### src/rtl/tbp_consts.vh
`ifndef TBP_CONSTS_VH
`define TBP_CONSTS_VH
// Register indices (byte address = index * 4 not used; plain port index)
`define TBP_ADDR_MODE_CTRL    3'h0
`define TBP_ADDR_WIDTH_HIGH   3'h1
`define TBP_ADDR_WIDTH_LOW    3'h2
`define TBP_ADDR_PRESC_LOW    3'h3
`define TBP_ADDR_PRESC_HIGH   3'h4
`define TBP_ADDR_FIRE_COUNT   3'h5
`define TBP_ADDR_IRQ_CONFIG   3'h6
`define TBP_ADDR_STATUS       3'h7
// Mode control fields
`define TBP_BIT_SENSE         0
`define TBP_BIT_MODE_LO       2
`define TBP_BIT_MODE_HI       3
`define TBP_BIT_CLK_SEL       4
`define TBP_BIT_RUN           5
`define TBP_BIT_MERGE         6
`define TBP_BIT_RELEASE       7
`define TBP_MODE_PWM          2'h0
`define TBP_MODE_BURST        2'h1
// Interrupt select field position
`define TBP_IRQ_SEL_LO        3
`define TBP_IRQ_SEL_HI        5
`define TBP_IRQ_NONE          3'h0
`define TBP_IRQ_RISE          3'h1
`define TBP_IRQ_FALL          3'h2
`define TBP_IRQ_BOTH          3'h3
`define TBP_IRQ_PULSE         3'h4
// Reset values
`define TBP_RST_MODE_CTRL     8'h00
`define TBP_RST_BYTE          8'h00
// Frame length in prescaled ticks
`define TBP_FRAME_TICKS       8'hff
// Pulses in a phase-angle train
`define TBP_TRAIN_PULSES      4'h8
`endif

### src/rtl/tbp_driver.v
`timescale 1ns/1ps
// Behaviour
// - Burst frame period is 255 ticks
// - Burst tick is mains divided by N+1
// - On-time is count ticks, pulses per crossing
// - New count applies next frame; N fixed
// - First pulse at first zero crossing
// - Pulses from sync A rise, sync B fall
// - Later positive-sense pulses centred on the crossing
// - Pulse width is clock times 16-bit width
// - Sense bit inverts output immediately
// - Negative quadrant pulses on both sync edges
// - Burst interrupt choice: none, edges, pulse
// - Zero width or count: no pulse, no pulse irq
// - Interrupt select field bits 5:3 only
// - Phase delay is count+1 times clock times N+1
// - Merge bit takes sync B from sync A
// - Phase mode emits eight 50% pulses
// - Phase interrupt choice: sync edges or pulse
// - Zero phase width: idle output, irq still
// - Control holds clock select, run, release
// - Mode field: PWM, burst, phase angle
// - Release low holds reset, output floating
`include "tbp_consts.vh"
module tbp_driver (
  input  wire       clk,
  input  wire       sys_rst,
  input  wire       clk_en,
  input  wire [2:0] reg_addr,
  input  wire [7:0] reg_wdata,
  input  wire       reg_wr,
  input  wire       reg_rd,
  output reg  [7:0] reg_rdata,
  input  wire       mains_sync_a,
  input  wire       mains_sync_b,
  output reg        firing_output,
  output reg        firing_output_oe,
  output reg        irq_event
);

  reg  [7:0]  triac_mode_control;
  reg  [7:0]  pulse_width_high;
  reg  [7:0]  pulse_width_low;
  reg  [7:0]  prescale_low;
  reg  [7:0]  prescale_high;
  reg  [7:0]  fire_count;
  reg  [7:0]  irq_config;
  reg  [2:0]  sa_sync;
  reg  [2:0]  sb_sync;
  reg         sa_level;
  reg         sb_level;
  reg  [15:0] presc_cnt;
  reg  [7:0]  frame_cnt;
  reg  [7:0]  frame_on;
  reg         burst_frame_wave;
  reg  [15:0] width_cnt;
  reg         pulse_on;
  reg         pending;
  reg         phase_wait;
  reg  [7:0]  phase_cnt;
  reg  [15:0] phase_presc;
  reg  [3:0]  train_cnt;
  reg         train_hi;
  reg         started;

  wire        running;
  wire [1:0]  mode;
  wire        is_burst;
  wire        is_phase;
  wire        sense;
  wire [15:0] gate_len_value;
  wire [15:0] presc_value;
  wire [15:0] half_width;
  wire [2:0]  irq_select;
  wire        sb_eff_level;
  wire        sa_rise;
  wire        sb_fall;
  wire        fire_ok;
  wire        sync_sample;
  wire        tick;
  wire        burst_zc;
  wire        burst_pre;
  wire        frame_end;
  wire        width_done;
  wire        pulse_irq;
  wire        frame_rise;
  wire        frame_fall;
  wire        first_train;
  reg         raw_fire;
  reg         next_irq;

  assign running        = triac_mode_control[`TBP_BIT_RELEASE] &
                          triac_mode_control[`TBP_BIT_RUN];
  assign mode           = triac_mode_control[`TBP_BIT_MODE_HI:`TBP_BIT_MODE_LO];
  assign is_burst       = (mode == `TBP_MODE_BURST);
  assign is_phase       = mode[1];
  assign sense          = triac_mode_control[`TBP_BIT_SENSE];
  assign gate_len_value = {pulse_width_high, pulse_width_low};
  assign presc_value    = {prescale_high, prescale_low};
  assign half_width     = {1'b0, gate_len_value[15:1]};
  assign irq_select     = irq_config[`TBP_IRQ_SEL_HI:`TBP_IRQ_SEL_LO];
  // Merge takes sync B from the already filtered sync A
  assign sb_eff_level   = triac_mode_control[`TBP_BIT_MERGE] ? sa_level : sb_level;
  assign sa_rise        = (sa_sync[2:1] == 2'b11) & ~sa_level;
  assign sync_sample    = (sb_sync[2:1] == 2'b00) & sb_level &
                          ~triac_mode_control[`TBP_BIT_MERGE];
  assign sb_fall        = triac_mode_control[`TBP_BIT_MERGE] ?
                          ((sa_sync[2:1] == 2'b00) & sa_level) : sync_sample;
  // A frame opens on the first crossing after start, one cycle before its wave
  // flop is set, so that crossing must be allowed to fire on its own
  assign fire_ok        = burst_frame_wave |
                          (~started & burst_zc & (fire_count != 8'h00));
  // Sync A rise marks pre-crossing, sync B fall post-crossing
  assign burst_pre      = sa_rise;
  assign burst_zc       = sb_fall;
  // One mains period per prescaler step from sync A rise
  // Ticks count only once the frame has been anchored to a crossing
  assign tick           = burst_pre & started & (presc_cnt == presc_value);
  assign frame_end      = tick & (frame_cnt == `TBP_FRAME_TICKS - 8'h01);
  assign width_done     = pulse_on & (width_cnt == 16'h0001);
  assign frame_rise     = frame_end & (fire_count != 8'h00);
  assign frame_fall     = tick & (frame_cnt + 8'h01 == frame_on) & frame_on != 8'h00;
  assign first_train    = phase_wait & (phase_cnt == 8'h00) & (phase_presc == 16'h0000);
  // Negative sense also fires on sync A rise, so every gate raises one event
  // Positive sense gives one centred gate per crossing, reported at the crossing
  assign pulse_irq      = fire_ok & (gate_len_value != 16'h0000) &
                          (burst_zc | (burst_pre & sense));

  always @(posedge clk or posedge sys_rst) begin
    if (sys_rst) begin
      triac_mode_control <= `TBP_RST_MODE_CTRL;
      pulse_width_high   <= `TBP_RST_BYTE;
      pulse_width_low    <= `TBP_RST_BYTE;
      prescale_low       <= `TBP_RST_BYTE;
      prescale_high      <= `TBP_RST_BYTE;
      fire_count         <= `TBP_RST_BYTE;
      irq_config         <= `TBP_RST_BYTE;
      reg_rdata          <= 8'h00;
    end else if (clk_en) begin
      if (reg_wr) begin
        case (reg_addr)
          `TBP_ADDR_MODE_CTRL:  triac_mode_control <= reg_wdata;
          `TBP_ADDR_WIDTH_HIGH: pulse_width_high   <= reg_wdata;
          `TBP_ADDR_WIDTH_LOW:  pulse_width_low    <= reg_wdata;
          `TBP_ADDR_PRESC_LOW:  prescale_low       <= reg_wdata;
          `TBP_ADDR_PRESC_HIGH: prescale_high      <= reg_wdata;
          `TBP_ADDR_FIRE_COUNT: fire_count         <= reg_wdata;
          `TBP_ADDR_IRQ_CONFIG: irq_config         <= reg_wdata;
          default: ;
        endcase
      end
      reg_rdata <= 8'h00;
      if (reg_rd) begin
        case (reg_addr)
          `TBP_ADDR_MODE_CTRL:  reg_rdata <= triac_mode_control;
          `TBP_ADDR_WIDTH_HIGH: reg_rdata <= pulse_width_high;
          `TBP_ADDR_WIDTH_LOW:  reg_rdata <= pulse_width_low;
          `TBP_ADDR_PRESC_LOW:  reg_rdata <= prescale_low;
          `TBP_ADDR_PRESC_HIGH: reg_rdata <= prescale_high;
          `TBP_ADDR_FIRE_COUNT: reg_rdata <= fire_count;
          `TBP_ADDR_IRQ_CONFIG: reg_rdata <= irq_config;
          `TBP_ADDR_STATUS:     reg_rdata <= {4'h0, train_hi, phase_wait,
                                              pulse_on, burst_frame_wave};
          default:              reg_rdata <= 8'h00;
        endcase
      end
    end
  end

  // Three-stage pin synchronisers; a level is accepted when stages two and three agree
  always @(posedge clk or posedge sys_rst) begin
    if (sys_rst) begin
      sa_sync  <= 3'h0;
      sb_sync  <= 3'h0;
      sa_level <= 1'b0;
      sb_level <= 1'b0;
    end else if (clk_en) begin
      sa_sync <= {sa_sync[1:0], mains_sync_a};
      sb_sync <= {sb_sync[1:0], mains_sync_b};
      if (sa_sync[2] == sa_sync[1]) begin
        sa_level <= sa_sync[2];
      end
      if (sb_sync[2] == sb_sync[1]) begin
        sb_level <= sb_sync[2];
      end
    end
  end

  always @* begin
    next_irq = 1'b0;
    if (is_burst) begin
      case (irq_select)
        `TBP_IRQ_RISE:  next_irq = frame_rise;
        `TBP_IRQ_FALL:  next_irq = frame_fall;
        `TBP_IRQ_BOTH:  next_irq = frame_rise | frame_fall;
        `TBP_IRQ_PULSE: next_irq = pulse_irq;
        default:        next_irq = 1'b0;
      endcase
    end else if (is_phase) begin
      case (irq_select)
        `TBP_IRQ_RISE:  next_irq = sa_rise;
        `TBP_IRQ_FALL:  next_irq = sb_fall;
        `TBP_IRQ_BOTH:  next_irq = sa_rise | sb_fall;
        `TBP_IRQ_PULSE: next_irq = first_train;
        default:        next_irq = 1'b0;
      endcase
    end
  end

  always @(posedge clk or posedge sys_rst) begin
    if (sys_rst) begin
      presc_cnt        <= 16'h0000;
      frame_cnt        <= 8'h00;
      frame_on         <= 8'h00;
      burst_frame_wave <= 1'b0;
      width_cnt        <= 16'h0000;
      pulse_on         <= 1'b0;
      pending          <= 1'b0;
      started          <= 1'b0;
      phase_wait       <= 1'b0;
      phase_cnt        <= 8'h00;
      phase_presc      <= 16'h0000;
      train_cnt        <= 4'h0;
      train_hi         <= 1'b0;
      irq_event        <= 1'b0;
    end else if (clk_en) begin
      if (!running) begin
        // Block release low holds the engine in reset
        presc_cnt        <= 16'h0000;
        frame_cnt        <= 8'h00;
        frame_on         <= fire_count;
        burst_frame_wave <= 1'b0;
        width_cnt        <= 16'h0000;
        pulse_on         <= 1'b0;
        pending          <= 1'b0;
        started          <= 1'b0;
        phase_wait       <= 1'b0;
        phase_cnt        <= 8'h00;
        phase_presc      <= 16'h0000;
        train_cnt        <= 4'h0;
        train_hi         <= 1'b0;
        irq_event        <= 1'b0;
      end else begin
        irq_event <= next_irq;
        if (is_burst) begin
          if (burst_pre && started) begin
            presc_cnt <= (presc_cnt == presc_value) ? 16'h0000 : presc_cnt + 16'h0001;
          end
          if (tick) begin
            if (frame_end) begin
              frame_cnt        <= 8'h00;
              frame_on         <= fire_count;
              burst_frame_wave <= (fire_count != 8'h00);
            end else begin
              frame_cnt <= frame_cnt + 8'h01;
              if (frame_cnt + 8'h01 == frame_on) begin
                burst_frame_wave <= 1'b0;
              end
            end
          end
          // Frame and prescaler restart from the first crossing, so the
          // on-time covers whole ticks measured from the first gate
          if (!started && burst_zc) begin
            started          <= 1'b1;
            burst_frame_wave <= (fire_count != 8'h00);
            frame_on         <= fire_count;
            presc_cnt        <= 16'h0000;
            frame_cnt        <= 8'h00;
          end
          // Pulse is due on every crossing inside the on-time
          if (fire_ok && gate_len_value != 16'h0000) begin
            if (!started && burst_zc) begin
              pulse_on  <= 1'b1;
              width_cnt <= gate_len_value;
            end else if (burst_pre && !sense) begin
              pending   <= 1'b1;
              width_cnt <= half_width;
            end else if (burst_pre && sense) begin
              pulse_on  <= 1'b1;
              width_cnt <= gate_len_value;
            end else if (burst_zc && sense) begin
              pulse_on  <= 1'b1;
              width_cnt <= gate_len_value;
            end
          end
          // Positive sense waits out the leading half width to centre the pulse
          if (pending) begin
            if (width_cnt <= 16'h0001 || burst_zc) begin
              pending   <= 1'b0;
              pulse_on  <= 1'b1;
              width_cnt <= gate_len_value;
            end else begin
              width_cnt <= width_cnt - 16'h0001;
            end
          end else if (pulse_on) begin
            if (width_done) begin
              pulse_on <= 1'b0;
            end else begin
              width_cnt <= width_cnt - 16'h0001;
            end
          end
        end else if (is_phase) begin
          if (sa_rise || sb_fall) begin
            phase_wait  <= 1'b1;
            phase_cnt   <= fire_count;
            phase_presc <= presc_value;
            train_cnt   <= 4'h0;
            train_hi    <= 1'b0;
          end else if (phase_wait) begin
            // Delay is count plus one steps of N+1 clocks
            if (phase_cnt == 8'h00 && phase_presc == 16'h0000) begin
              phase_wait <= 1'b0;
              train_cnt  <= `TBP_TRAIN_PULSES;
              train_hi   <= 1'b1;
              width_cnt  <= gate_len_value;
            end else if (phase_presc == 16'h0000) begin
              phase_cnt   <= phase_cnt - 8'h01;
              phase_presc <= presc_value;
            end else begin
              phase_presc <= phase_presc - 16'h0001;
            end
          end else if (train_cnt != 4'h0) begin
            // Equal high and low halves, each one full width long
            if (width_cnt <= 16'h0001) begin
              width_cnt <= gate_len_value;
              train_hi  <= ~train_hi;
              if (train_hi) begin
                train_cnt <= train_cnt - 4'h1;
              end
            end else begin
              width_cnt <= width_cnt - 16'h0001;
            end
          end
        end
      end
    end
  end

  always @* begin
    raw_fire = 1'b0;
    if (is_burst) begin
      raw_fire = pulse_on;
    end else if (is_phase) begin
      raw_fire = train_hi & (train_cnt != 4'h0) & (gate_len_value != 16'h0000);
    end
  end

  always @(posedge clk or posedge sys_rst) begin
    if (sys_rst) begin
      firing_output    <= 1'b0;
      firing_output_oe <= 1'b0;
    end else if (clk_en) begin
      firing_output    <= raw_fire ^ sense;
      firing_output_oe <= triac_mode_control[`TBP_BIT_RELEASE];
    end
  end

endmodule

### config.mk
export PLATFORM = sky130hd
export DESIGN_NAME = tbp_driver
export DESIGN_NICKNAME = d
export VERILOG_FILES = /design/src/rtl/tbp_driver.v
export VERILOG_INCLUDE_DIRS = /design/src /design/src/rtl
export SDC_FILE = /design/constraint.sdc
export NUM_CORES = 1
export LEC_CHECK = 0
export CAP_MARGIN = 20
export CORE_MARGIN = 2
export CORE_UTILIZATION = 45
export DETAILED_ROUTE_END_ITERATION = 8
export DONT_BUFFER_PORTS = 1
export SLEW_MARGIN = 5
export SYNTH_ARGS = -nofsm -noshare
export SYNTH_HDL_FRONTEND = slang
export SYNTH_SLANG_ARGS = --single-unit
### constraint.sdc
create_clock -name clk -period 6.1 [get_ports clk]
set_clock_uncertainty 0.1 [all_clocks]
set_input_delay 0 -clock clk [delete_from_list [all_inputs] [get_ports clk]]
set_output_delay 0 -clock clk [all_outputs]
set_load 0.005 [all_outputs]
After elaboration in Yosys (flattened, before gate mapping) --
Index checks and enable logic that the tools add are counted.
Storage, ports and cells: flip-flop bits (word level) 157, bits of input ports 18, output and inout bits 11
Operators by class: add/subtract/negate cells 6, $lt $le $gt $ge 1, equal/unequal tests 38, muxes and demuxes 106, bitwise operators 30, reductions and logical operators 41
Operator list (number):
- $mux 16 | 29
- $mux 8 | 18
- $pmux 8 s8 | 1
- $mux 1 | 47
- $mux 4 | 9
- $reduce_and 3->1 | 11
- $sub 16x1->16 const B | 2
- $and 1x1->1 | 21
- $ne 4x2->1 const B | 5
- $add 16x1->16 const B | 1
- $eq 16x1->1 const B | 1
- $eq 16x16->1 | 1
- $le 16x1->1 const B | 1
- $logic_not 16->1 | 1
- $reduce_bool 16->1 | 1
- $reduce_bool 8->1 | 2
- $eq 3x3->1 const B | 5
- $eq 3x2->1 const B | 4
- $ne 3x1->1 const B | 4
- $reduce_and 6->1 | 2
- $reduce_and 5->1 | 2
- $add 8x1->8 const B | 1
- $eq 8x8->1 | 1
- $eq 8x8->1 const B | 1
- 26 further kinds | 51

Depth between registers and ports, before layout --
Gate-level depths: netlist (run 1).
depth in word-level cells 15, depth in mapped cells 11, depth with buffers taken out 9

Worst setup path before layout (run 1) --
No wires, ideal clock.
path type register -> register, start reg phase_presc[4], end reg width_cnt[13], setup time 126 ps, arrival time 2526 ps, setup slack 3348 ps, cell stages (with the launch flop) 7, period minus slack after synthesis 2752 ps, path through dfrtp_1 or4_1 or4_4 o31ai_4 a21boi_2 buf_2 a221o_1
Between the ends: cells in the longest elaborated chain, start to end 4
Ends and longest elaborated chain:
- start: declaration | line tbp_driver.v:61 | reg [15:0] phase_presc;
- start signal: assignment | line tbp_driver.v:306 | phase_presc <= presc_value;
- start signal: assignment | line tbp_driver.v:318 | phase_presc <= presc_value;
- start signal: assignment | line tbp_driver.v:320 | phase_presc <= phase_presc - 16'h0001;
- $logic_not 16->1 | line tbp_driver.v:311 | if (phase_cnt == 8'h00 && phase_presc == 16'h0000) begin
- $logic_and 1x1->1 | line tbp_driver.v:311
- $ne 4x2->1 (no source line)
- $reduce_and 5->1 (no source line)
- end signal: assignment | line tbp_driver.v:315 | width_cnt <= gate_len_value;
- end signal: assignment | line tbp_driver.v:325 | width_cnt <= gate_len_value;
- end signal: assignment | line tbp_driver.v:331 | width_cnt <= width_cnt - 16'h0001;
- end: declaration | line tbp_driver.v:56 | reg [15:0] width_cnt;
Every way passes these cells. A chain may end at the register's enable or synchronous reset.

Worst setup path in the final report (run 1) --
start reg width_cnt[8], end reg width_cnt[0]
Between the ends: cells in the longest elaborated chain, start to end 8, elaborated cells between the ends (all ways) 15
Ends and longest elaborated chain:
- start signal: assignment | line tbp_driver.v:274 | width_cnt <= gate_len_value;
- start signal: assignment | line tbp_driver.v:277 | width_cnt <= half_width;
- start signal: assignment | line tbp_driver.v:280 | width_cnt <= gate_len_value;
- $le 16x1->1 | line tbp_driver.v:288, tbp_driver.v:324
- $mux 16 | line tbp_driver.v:324 | if (width_cnt <= 16'h0001) begin
- $mux 16 | line tbp_driver.v:322 | end else if (train_cnt != 4'h0) begin
- $mux 16 | line tbp_driver.v:309 | end else if (phase_wait) begin
- $mux 16 | line tbp_driver.v:303 | if (sa_rise || sb_fall) begin
- $mux 16 | line tbp_driver.v:302 | end else if (is_phase) begin
- $mux 16 (*) | line tbp_driver.v:245 | if (is_burst) begin
- $mux 16 (*) | line tbp_driver.v:227 | if (!running) begin
Mark *: on every way between the ends. The rest lies on a longest branch, timed or not. The select of a mux whose other input is x is not followed.

==> results of run 1 <==
## metal layers
| metal | global-route usage | part of all wire |
|---|---|---|
| met5 | 0 | 0 |
| met4 | 0.103 | 0.033 |
| met3 | 0.0416 | 0.061 |
| met2 | 0.434 | 0.47 |
| met1 | 0.382 | 0.44 |
## critical path, stage by stage, from the launching register on
cell	delay [ns]
sky130_fd_sc_hd__dfrtp_1	0.48
sky130_fd_sc_hd__nor4_1	0.77
sky130_fd_sc_hd__nand4_1	0.35
sky130_fd_sc_hd__o21bai_2	0.68
sky130_fd_sc_hd__nor2_1	0.19
sky130_fd_sc_hd__or2_2	0.38
sky130_fd_sc_hd__a221oi_1	0.28
sky130_fd_sc_hd__o211ai_1	0.14
## cell families after synthesis
kind of cell / share of synthesized area
compound gates: 0.230
xor+xnor: 0.0415
fa+ha+maj: 0.0168
buf+inv: 0.0419
flops: 0.405
mux: 0.0868
simple gates: 0.178
## timing repair
action / in CTS / in global routing
hold buffers: 26 / 1
buffers inserted: 0 / 0
hold endpoints to repair: 185 / 1
## Yosys cell counts, drive strengths merged, types with 14 or more instances
master / number / share of area
o21ai: 112 / 0.058
a31oi: 17 / 0.011
a21oi: 55 / 0.028
nor3: 26 / 0.013
mux2: 65 / 0.075
nand2: 101 / 0.040
nand3: 20 / 0.010
xnor2: 15 / 0.014
inv: 37 / 0.014
dfrtp: 157 / 0.41
nor2: 92 / 0.036
buf: 14 / 0.0075
clkbuf: 51 / 0.020
o22ai: 20 / 0.013
xor2: 31 / 0.028
nor4: 28 / 0.021
## final cells by class
cell class / instances / area, sq um / area share
Multi-Input combinational cell: 819 / 5370 / 0.498
Sequential cell: 157 / 3930 / 0.364
Clock buffer: 17 / 425 / 0.0394
Timing Repair Buffer: 39 / 375 / 0.0348
Tap cell: 275 / 344 / 0.0319
Clock inverter: 15 / 191 / 0.0178
Inverter: 38 / 148 / 0.0137
Antenna cell: 2 / 5.00 / 0.000464
## state kept, by name, indices dropped and copies added (netlist names), 3 cells and up
name,cells
fire_count,8
frame_cnt,8
frame_on,8
irq_config,8
phase_cnt,8
phase_presc,16
presc_cnt,16
prescale_high,8
prescale_low,8
pulse_width_high,8
pulse_width_low,8
reg_rdata,8
sa_sync,3
sb_sync,3
train_cnt,4
triac_mode_control,8
width_cnt,16
## path summary, 6_finish.rpt
| check | startpoint | end | slack [ns] | cells after the start |
|---|---|---|---|---|
| hold / removal | reg_addr[0] | reg_rdata[1] | 0.01 | 4 |
| hold reg to reg | sb_sync[0] | sb_sync[1] | 0.38 | 2 |
| min in group asynchronous | sys_rst | presc_cnt[10] | 0.14 | 2 |
| max in group asynchronous | sys_rst | pulse_width_high[7] | 4.40 | 3 |
| setup / recovery | width_cnt[8] | width_cnt[0] | 2.60 | 7 |
| setup reg to reg | width_cnt[8] | width_cnt[0] | 2.60 | 7 |
## per-stage QoR
stage                     cell area (sq um)  cells  worst slack (ns)
after detailed placement               9860   1299              2.37
after CTS                             10700   1357              2.37
after floorplan                        9700   1079              1.77
final                                 10800   1362              2.60
after global routing                  10800   1360              2.29
after global placement                 9850   1298              2.47
## power by group through the flow
stage	Combinational, mW	Clock (mW)	Sequential [mW]
after floorplan	1.43	0	1.41
after global placement	1.71	0	1.57
after detailed placement	1.73	0	1.57
after CTS	1.78	1.13	1.55
after global routing	2.02	1.17	1.58
final	1.82	1.11	1.56
==> tab_implementation.tex, run 1 <==
\begin{tabular}{lr}
\hline
Metric & Value \\
\hline
\multicolumn{2}{l}{\textbf{Clocking}} \\
Clock sink count & 157 \\
Clock-pin slew of the registers on the worst-case setup and hold paths & 0.08 ns \\
Worst skew pair latency & 0.44 ns \\
Maximum number of buffers from clock root to sink & 2 \\
Number of buffers created by CTS & 17 \\
Post\_cts resized & 0 \\
Master cell of the clock root buffer & sky130\_fd\_sc\_hd\_\_clkbuf\_16 \\
CTS tree & built \\
H-Tree Depth & 4 \\
\multicolumn{2}{l}{\textbf{Floorplanning}} \\
Placeable core region & 21,100 sq um \\
Number of placed I/O pins & 29 \\
Number of standard-cell rows in the floorplan & 53 \\
Die X & 151 um \\
Starting density of the core & 0.460 \\
Die height & 151 um \\
Die Outline Area & 22,700 sq um \\
\multicolumn{2}{l}{\textbf{Power and ir drop}} \\
Static leakage & 4.46 nW \\
Sequential share of power & 0.348 \\
Maximum vdd drop & 0.192 mV \\
Final total power & 4.49 mW \\
Net switching power & 1.99 mW \\
Power density cells & 416 nW/um\^{}2 \\
Comb pwr share & 0.405 \\
Part of the power in the clock network & 0.247 \\
Net Sw Frac & 0.442 \\
Design internal power & 2.50 mW \\
\multicolumn{2}{l}{\textbf{STA}} \\
Final critical-path required period & 3.50 ns \\
Setup TNS & 0 ns \\
Worst Tran Pin Value & 1.06 ns \\
Remaining max-slew budget at the tightest pin & 0.290 \\
Final Cycle Share & 0.574 \\
Hold WS & 0.0121 ns \\
Setup-failing EPs final & 0 \\
Unrepaired setup endpoints after global routing & false \\
Achievable frequency & 286 MHz \\
Pins Over Slew Limit & 0 \\
Final hold violation count & 0 \\
\multicolumn{2}{l}{\textbf{Route}} \\
Count of antenna-violating nets left after detailed routing & 0 \\
Via-to-Cell Ratio & 6.37 \\
Average detailed-routed wire length per instance & 22.3 um \\
Detailed Route WL & 30.3 mm \\
DRC violation count after routing & 0 \\
Detailed Routing Iterations Pass 1 & 5 \\
Total via count after detailed routing & 8,680 \\
Initial DRC count & 733 \\
\multicolumn{2}{l}{\textbf{Global routing}} \\
Global-route total usage across every layer & 0.275 \\
Number of global-route vias before repair & 8,257 \\
Total grt overflow & 0 \\
Number of antenna violations at the first check in global routing & 0 \\
Pin count of the biggest net entering global routing & 97 \\
First-pass GRT wire length & 47.9 mm \\
\multicolumn{2}{l}{\textbf{Setup path}} \\
Max Fanout on Critical Path & 14 \\
Crit path capture type & flip-flop \\
Required time reported for the critical path endpoint & 6.31 ns \\
CP startpoint kind & flip-flop \\
Data arrival time of the critical path & 3.71 ns \\
Crit Path Class & flip-flop to flip-flop \\
\multicolumn{2}{l}{\textbf{Logic synthesis}} \\
Asr flop ratio synth & 1.00 \\
Count of state elements after synthesis & 157 \\
Synth warn & 0 \\
Dominant synthesized flop cell & sky130\_fd\_sc\_hd\_\_dfrtp\_1 \\
Count of distinct cell types in the synthesized netlist & 78 \\
Sequential cell area fraction in the yosys report & 0.405 \\
Synthesized area per cell & 8.99 sq um \\
Number of enable-type register cells in the synthesized netlist & 0 \\
Post-synthesis instance total & 1,079 \\
Cell area after synthesis & 9700 sq um \\
Synthesized net count & 1,110 \\
\multicolumn{2}{l}{\textbf{Final layout}} \\
Share of final-layout standard cells stronger than drive strength 1 & 0.128 \\
Highest-count cells in the layout ignoring fill and taps & 157 x sky130\_fd\_sc\_hd\_\_dfrtp\_1, 99 x sky130\_fd\_sc\_hd\_\_nand2\_1, 99 x sky130\_fd\_sc\_hd\_\_o21ai\_0 \\
Layout area overhead & 11.2\% \\
Net count of the finished layout & 1,103 \\
Number of filler instances in the final layout & 1,970 \\
Most common cell after layout, fill and taps aside & sky130\_fd\_sc\_hd\_\_dfrtp\_1 \\
Fin util & 0.511 \\
\multicolumn{2}{l}{\textbf{Place}} \\
Count of buffers inserted at the top-level ports & 0 \\
Routability congestion estimate from global placement & 0.879 \\
Half-perimeter wire length of the detailed placement result & 20.7 mm \\
\multicolumn{2}{l}{\textbf{Run}} \\
Number of maximum-capacitance violations & 0 \\
\multicolumn{2}{l}{\textbf{Status}} \\
Result of the run & finished, final reports clean \\
\multicolumn{2}{l}{\textbf{Min path}} \\
Type of the worst min-delay path & primary input to flip-flop \\
\hline
\end{tabular}
(Power assumes the default switching activity.)
==> run 2, diff against run 1 <==
- clock period: 6.1 -> 3.5 ns (I/O delays scaled with it)
==> run 2 against run 1 <==
Net effect: register-to-register slack got worse by 2.1 ns; critical path type is now primary input to flip-flop; die area did not move; clock power rose by 73%; global-route usage rose by 0.83 points; highest routed layer unchanged; via count rose by 2.4%; worst setup slack got worse by 2.3 ns; largest power group unchanged.
==> tab_implementation.tex, run 2 (same netlist as run 1, synthesis figures left out) <==
\begin{tabular}{lr}
\hline
Metric & Value \\
\hline
\multicolumn{2}{l}{\textbf{Status}} \\
Result of the run & finished, final reports clean \\
\multicolumn{2}{l}{\textbf{STA}} \\
Final critical-path required period & 3.17 ns \\
Remaining max-slew budget at the tightest pin & 0.356 (+0.0662) \\
Setup TNS & 0 ns (unchanged) \\
Unrepaired setup endpoints after global routing & false \\
Final Cycle Share & 0.905 \\
Worst Tran Pin Value & 0.963 ns (-0.0978 ns) \\
Setup-failing EPs final & 0 (unchanged) \\
Pins Over Slew Limit & 0 (unchanged) \\
Final hold violation count & 0 (unchanged) \\
Achievable frequency & 316 MHz \\
\multicolumn{2}{l}{\textbf{Final layout}} \\
Most common cell after layout, fill and taps aside & sky130\_fd\_sc\_hd\_\_dfrtp\_1 \\
Layout area overhead & 14.4\% \\
Share of final-layout standard cells stronger than drive strength 1 & 0.152 (+0.0234) \\
Highest-count cells in the layout ignoring fill and taps & 157 x sky130\_fd\_sc\_hd\_\_dfrtp\_1, 99 x sky130\_fd\_sc\_hd\_\_nand2\_1, 99 x sky130\_fd\_sc\_hd\_\_o21ai\_0 \\
Largest regs & phase\_presc x16, presc\_cnt x16, width\_cnt x16 \\
Total inserted antenna cells & 0 (-2) \\
Net count of the finished layout & 1,140 (+3.4\%) \\
Number of filler instances in the final layout & 1,912 (-2.9\%) \\
Fin util & 0.526 (+0.0149) \\
\multicolumn{2}{l}{\textbf{Route}} \\
Detailed Route WL & 30.8 mm (+1.7\%) \\
Count of antenna-violating nets left after detailed routing & 0 (unchanged) \\
Via-to-Cell Ratio & 6.36 (-0.19\%) \\
Total via count after detailed routing & 8,886 (+2.4\%) \\
Detailed Routing Iterations Pass 1 & 6 (+1) \\
Average detailed-routed wire length per instance & 22.1 um (-0.84\%) \\
DRC violation count after routing & 0 (unchanged) \\
Initial DRC count & 894 (+22\%) \\
\multicolumn{2}{l}{\textbf{Setup path}} \\
CP startpoint kind & primary input \\
Worst setup path startpoint & reg\_addr[2] \\
Dominant cell type by count on the critical path & sky130\_fd\_sc\_hd\_\_dlygate4sd3\_1 \\
CP Buf/Inv Count & 3 (+3) \\
Required time reported for the critical path endpoint & 3.78 ns (-2.53 ns) \\
Critical Path Max Stage Delay & 0.81 ns (+0.04 ns) \\
Max Fanout on Critical Path & 21 (+7) \\
Crit path capture type & flip-flop \\
Delay-heaviest family, CP & buffers and inverters \\
Crit Path Class & primary input to flip-flop \\
Beginning of the worst register-to-register path & phase\_presc[4] \\
Data arrival time of the critical path & 3.45 ns (-0.26 ns) \\
Slowest CP cell & sky130\_fd\_sc\_hd\_\_dlygate4sd3\_1 \\
Chain of cells forming the critical path & dlygate4sd3\_1 > or3\_1 > nor2\_1 > nand2\_1 > dlygate4sd3\_1 > o21ai\_0 > dlygate4sd3\_1 \\
\multicolumn{2}{l}{\textbf{Clocking}} \\
Master cell of the clock root buffer & sky130\_fd\_sc\_hd\_\_clkbuf\_16 \\
Count of hold-fix buffers inserted at cts & 32 (+23\%) \\
Total setup buffers inserted after CTS & 0 (unchanged) \\
H-Tree Depth & 4 (unchanged) \\
Maximum number of buffers from clock root to sink & 2 (unchanged) \\
Number of buffers created by CTS & 17 (unchanged) \\
Clock sink count & 157 (unchanged) \\
CTS tree & built \\
Clock-pin slew of the registers on the worst-case setup and hold paths & 0.07 ns (about the same) \\
Post\_cts resized & 0 (unchanged) \\
Worst skew pair latency & 0.45 ns (about the same) \\
\multicolumn{2}{l}{\textbf{Global routing}} \\
Routing usage on met2 & 0.429 (-0.00500) \\
Most Used Layer, Global Route & met2 \\
First-pass GRT wire length & 49.2 mm (+2.8\%) \\
Number of antenna violations at the first check in global routing & 0 (unchanged) \\
Met3 demand-to-capacity share in global routing & 0.0651 (+0.0235) \\
Number of global-route vias before repair & 8,375 (+1.4\%) \\
Met1 Use GR & 0.390 (+0.00733) \\
Total grt overflow & 0 (unchanged) \\
Global-route total usage across every layer & 0.283 (+0.00832) \\
Pin count of the biggest net entering global routing & 70 (-28\%) \\
\multicolumn{2}{l}{\textbf{Floorplanning}} \\
Die X & 151 um (unchanged) \\
Number of placed I/O pins & 29 (unchanged) \\
Number of standard-cell rows in the floorplan & 53 (unchanged) \\
Die Outline Area & 22,700 sq um (unchanged) \\
Starting density of the core & 0.460 (unchanged) \\
Placeable core region & 21,100 sq um (unchanged) \\
Die height & 151 um (unchanged) \\
\multicolumn{2}{l}{\textbf{Place}} \\
Routability congestion estimate from global placement & 0.905 (+2.9\%) \\
Count of buffers inserted at the top-level ports & 0 (unchanged) \\
Half-perimeter wire length of the detailed placement result & 21.5 mm (+3.9\%) \\
\multicolumn{2}{l}{\textbf{Min path}} \\
Type of the worst min-delay path & primary input to flip-flop \\
Startpoint of the tightest hold check path & clk\_en \\
\multicolumn{2}{l}{\textbf{Power and ir drop}} \\
Static leakage & 4.63 nW (+3.9\%) \\
Maximum vdd drop & 0.343 mV (+79\%) \\
Power density cells & 719 nW/um\^{}2 (+73\%) \\
\multicolumn{2}{l}{\textbf{Run}} \\
Number of maximum-capacitance violations & 0 (unchanged) \\
\hline
\end{tabular}
-- run 2: power breakdown --
part / internal, mW / leakage, nW / switching [mW] / total, mW
combinational: 1.38 / 2.29 / 1.98 / 3.35
clock: 0.973 / 0.297 / 0.944 / 1.92
sequential: 2.14 / 2.05 / 0.562 / 2.71
total: 4.49 / 4.63 / 3.49 / 7.98
-- run 2: path summary, 6_finish.rpt --
check / endpoint / slack [ns] / cells past startpoint
worst min-delay path: presc_cnt[0] / 0.005 / 3
worst max register to register: train_cnt[0] / 0.47 / 7
worst min register to register: sb_sync[2] / 0.38 / 2
max in group asynchronous: pulse_width_high[7] / 1.87 / 5
worst max-delay path: triac_mode_control[0] / 0.33 / 7
min in group asynchronous: presc_cnt[4] / 0.47 / 3
-- run 2: worst reg2reg max path, stage by stage (launching register included) --
cell                       delay (ns)
sky130_fd_sc_hd__dfrtp_1         0.44
sky130_fd_sc_hd__or4_1           0.59
sky130_fd_sc_hd__or4_4           0.55
sky130_fd_sc_hd__nor4_1          0.45
sky130_fd_sc_hd__a31o_2          0.20
sky130_fd_sc_hd__and2b_1         0.22
sky130_fd_sc_hd__nand3_1         0.13
sky130_fd_sc_hd__o311ai_1        0.24
-- run 2: area by class of cell --
class | instances | area (sq um) | area share
well taps | 275 | 344 | 0.0310
clock buffers | 17 | 425 | 0.0383
clock inverters | 15 | 186 | 0.0168
inverters | 38 | 146 | 0.0132
repair buffers | 76 | 701 | 0.0631
multi-input cells | 819 | 5370 | 0.484
flip-flops and latches | 157 | 3930 | 0.354
-- run 2: metal layers --
layer / vias up / wire [um]
li1: 4096 / -
met5: - / 0
met4: 0 / 1210
met2: 410 / 14100
met3: 84 / 2430
met1: 4296 / 13100
-- run 2: stage by stage --
stage	area [sq um]	instances	hold slack, ns	power (mW)	setup slack (ns)
final	11100	1397	0.00466	7.98	0.332
after global routing	11100	1397	0.0302	8.50	0.180
after CTS	11100	1394	0.00180	7.94	0.461
after detailed placement	10100	1330	-0.00639	5.92	0.522
after global placement	10100	1330	-0.00929	5.90	0.582
after floorplan	9700	1079	0.0168	4.95	0.748
==> run 3, diff against run 2 <==
- CTS_CLUSTER_SIZE: default -> 8
- PLACE_DENSITY_LB_ADDON: default -> 0.12
==> run 3 against run 2 <==
Net effect: design area hardly changed; sequential power hardly changed; first-iteration DRC count is 25% lower; maximum frequency is 0.75% higher; utilization hardly changed; sequential share of layout area hardly changed; register-to-register slack worse by 0.11 ns; clock-buffer cell count is 1 higher; clock power is 9.9% higher; largest power group unchanged.
==> tab_implementation.tex, run 3 (same netlist as run 1, synthesis figures left out) <==
\begin{tabular}{lr}
\hline
Metric & Value \\
\hline
\multicolumn{2}{l}{\textbf{STA}} \\
Setup-failing EPs final & 0 (unchanged) \\
Unrepaired setup endpoints after global routing & false \\
Setup TNS & 0 ns (unchanged) \\
Achievable frequency & 318 MHz (+0.75\%) \\
Final critical-path required period & 3.14 ns (-0.0237 ns) \\
Worst Tran Pin Value & 1.10 ns (+0.135 ns) \\
Final Cycle Share & 0.898 (-0.00678) \\
Final hold violation count & 0 (unchanged) \\
Remaining max-slew budget at the tightest pin & 0.264 (-0.0924) \\
Pins Over Slew Limit & 0 (unchanged) \\
\multicolumn{2}{l}{\textbf{Setup path}} \\
Slowest CP cell & sky130\_fd\_sc\_hd\_\_a21boi\_2 \\
Beginning of the worst register-to-register path & train\_cnt[0] \\
Data arrival time of the critical path & 3.37 ns (-0.08 ns) \\
CP startpoint kind & flip-flop \\
Required time reported for the critical path endpoint & 3.73 ns (-0.05 ns) \\
Max Fanout on Critical Path & 20 (-4.8\%) \\
Chain of cells forming the critical path & inv\_1 > ha\_1 > or3b\_2 > o211ai\_1 > nor2\_1 > a21boi\_2 > buf\_4 > nor4\_2 > a221o\_1 \\
Critical Path Max Stage Delay & 0.87 ns (+0.06 ns) \\
Worst setup path startpoint & train\_cnt[0] \\
Worst R2R Path Depth & 9 (+2) \\
Crit Path Class & flip-flop to flip-flop \\
Crit path capture type & flip-flop \\
\multicolumn{2}{l}{\textbf{Floorplanning}} \\
Number of placed I/O pins & 29 (unchanged) \\
Starting density of the core & 0.460 (unchanged) \\
Die X & 151 um (unchanged) \\
Die Outline Area & 22,700 sq um (unchanged) \\
Number of standard-cell rows in the floorplan & 53 (unchanged) \\
Placeable core region & 21,100 sq um (unchanged) \\
Die height & 151 um (unchanged) \\
\multicolumn{2}{l}{\textbf{Place}} \\
Half-perimeter wire length of the detailed placement result & 21.4 mm (-0.43\%) \\
Routability congestion estimate from global placement & 0.930 (+2.8\%) \\
Count of buffers inserted at the top-level ports & 0 (unchanged) \\
Placed instance area & 10,100 sq um (about the same) \\
\multicolumn{2}{l}{\textbf{Clocking}} \\
Clock sink count & 157 (unchanged) \\
Total setup buffers inserted after CTS & 0 (unchanged) \\
Maximum number of buffers from clock root to sink & 2 (unchanged) \\
Worst skew pair latency & 0.44 ns (about the same) \\
CTS tree & built \\
Post\_cts resized & 0 (unchanged) \\
Clock-pin slew of the registers on the worst-case setup and hold paths & 0.07 ns (about the same) \\
Master cell of the clock root buffer & sky130\_fd\_sc\_hd\_\_clkbuf\_16 \\
H-Tree Depth & 4 (unchanged) \\
Count of hold-fix buffers inserted at cts & 30 (-6.3\%) \\
Number of buffers created by CTS & 17 (unchanged) \\
\multicolumn{2}{l}{\textbf{Final layout}} \\
Summed area of non-filler cells in the final layout & 11,100 sq um (about the same) \\
Layout area overhead & 14.5\% (about the same) \\
Number of filler instances in the final layout & 1,914 (+0.10\%) \\
Share of final-layout standard cells stronger than drive strength 1 & 0.153 (+0.00116) \\
Largest regs & phase\_presc x16, presc\_cnt x16, width\_cnt x16 \\
Net count of the finished layout & 1,138 (-0.18\%) \\
Highest-count cells in the layout ignoring fill and taps & 157 x sky130\_fd\_sc\_hd\_\_dfrtp\_1, 99 x sky130\_fd\_sc\_hd\_\_nand2\_1, 99 x sky130\_fd\_sc\_hd\_\_o21ai\_0 \\
Most common cell after layout, fill and taps aside & sky130\_fd\_sc\_hd\_\_dfrtp\_1 \\
Total inserted antenna cells & 0 (unchanged) \\
\multicolumn{2}{l}{\textbf{Min path}} \\
Type of the worst min-delay path & primary input to flip-flop \\
Startpoint of the tightest hold check path & reg\_addr[0] \\
Hold Crit Depth & 2 (-1) \\
\multicolumn{2}{l}{\textbf{Route}} \\
Detailed Routing Iterations Pass 1 & 5 (-1) \\
Detailed Route WL & 30.7 mm (-0.41\%) \\
DRC violation count after routing & 0 (unchanged) \\
Via-to-Cell Ratio & 6.28 (-1.2\%) \\
Average detailed-routed wire length per instance & 22.0 um (-0.26\%) \\
Total via count after detailed routing & 8,765 (-1.4\%) \\
Initial DRC count & 668 (-25\%) \\
Count of antenna-violating nets left after detailed routing & 0 (unchanged) \\
\multicolumn{2}{l}{\textbf{Power and ir drop}} \\
Maximum vdd drop & 0.401 mV (+17\%) \\
Static leakage & 4.63 nW (about the same) \\
Power density cells & 741 nW/um\^{}2 (+3.1\%) \\
\multicolumn{2}{l}{\textbf{Global routing}} \\
Pin count of the biggest net entering global routing & 127 (+81\%) \\
First-pass GRT wire length & 48.4 mm (-1.6\%) \\
Number of global-route vias before repair & 8,273 (-1.2\%) \\
Number of antenna violations at the first check in global routing & 1 (+1) \\
Total grt overflow & 0 (unchanged) \\
Met1 Use GR & 0.383 (-0.00661) \\
Met3 demand-to-capacity share in global routing & 0.0476 (-0.0175) \\
Most Used Layer, Global Route & met2 \\
Routing usage on met2 & 0.439 (+0.0102) \\
Global-route total usage across every layer & 0.278 (-0.00531) \\
\multicolumn{2}{l}{\textbf{Run}} \\
Number of maximum-capacitance violations & 0 (unchanged) \\
\multicolumn{2}{l}{\textbf{Status}} \\
Result of the run & finished, final reports clean \\
\hline
\end{tabular}
-- run 3: cell types whose count changed in the layout (fill, tap and decap cells not counted), sizes merged --
cell and change:
clkinv -6, bufinv +4, dlygate4sd3 -3, buf +1
clkbuf +1, clkinvlp +1
-- run 3: worst paths after layout --
kind,endpoint,slack (ns)
worst max register to register,width_cnt[3],0.36
worst min register to register,sb_sync[1],0.38
worst max-delay path,width_cnt[3],0.36
max in group asynchronous,pulse_width_high[4],2.60
worst min-delay path,prescale_high[1],0.04
min in group asynchronous,frame_cnt[2],0.09
-- run 3: worst max-delay path: cells and delay by family (launching register included) --
family | cells | cell delay (ns)
simple gates | 3 | 0.62
buf+inv | 2 | 0.38
compound gates | 3 | 1.37
fa+ha+maj | 1 | 0.14
flops | 1 | 0.42
-- run 3: area by class of cell --
| class | instances | area [sq um] | area share |
|---|---|---|---|
| inverter | 38 | 146 | 0.0132 |
| tap | 275 | 344 | 0.0310 |
| timing repair buffer | 74 | 653 | 0.0588 |
| multi-input combinational | 819 | 5370 | 0.483 |
| clock buffer | 18 | 439 | 0.0396 |
| sequential | 157 | 3930 | 0.354 |
| clock inverter | 14 | 224 | 0.0202 |
-- run 3: where the power goes --
| group | total, mW | switching, mW | internal [mW] |
|---|---|---|---|
| Clock | 2.11 | 0.866 | 1.25 |
| Combinational | 3.40 | 2.01 | 1.38 |
| Sequential | 2.72 | 0.574 | 2.14 |
| Total | 8.23 | 3.45 | 4.78 |
-- run 3: per-stage QoR --
step                setup WS, ns  std cells   util  hold slack, ns  total power [mW]
floorplan                  0.748       1079      -          0.0168              4.95
global placement           0.474       1333  0.480         -0.0462              6.00
detailed placement         0.397       1333  0.480         -0.0320              6.00
CTS                        0.398       1395  0.526          0.0210              8.21
global route               0.200       1395  0.526          0.0718              8.73
finish                     0.356       1395  0.526          0.0388              8.23
-- run 3: per-layer routing --
| layer | vias up | part of all wire |
|---|---|---|
| li1 | 4068 | - |
| met1 | 4328 | 0.45 |
| met2 | 300 | 0.46 |
| met3 | 67 | 0.053 |
| met4 | 2 | 0.032 |
| met5 | - | 0.00042 |
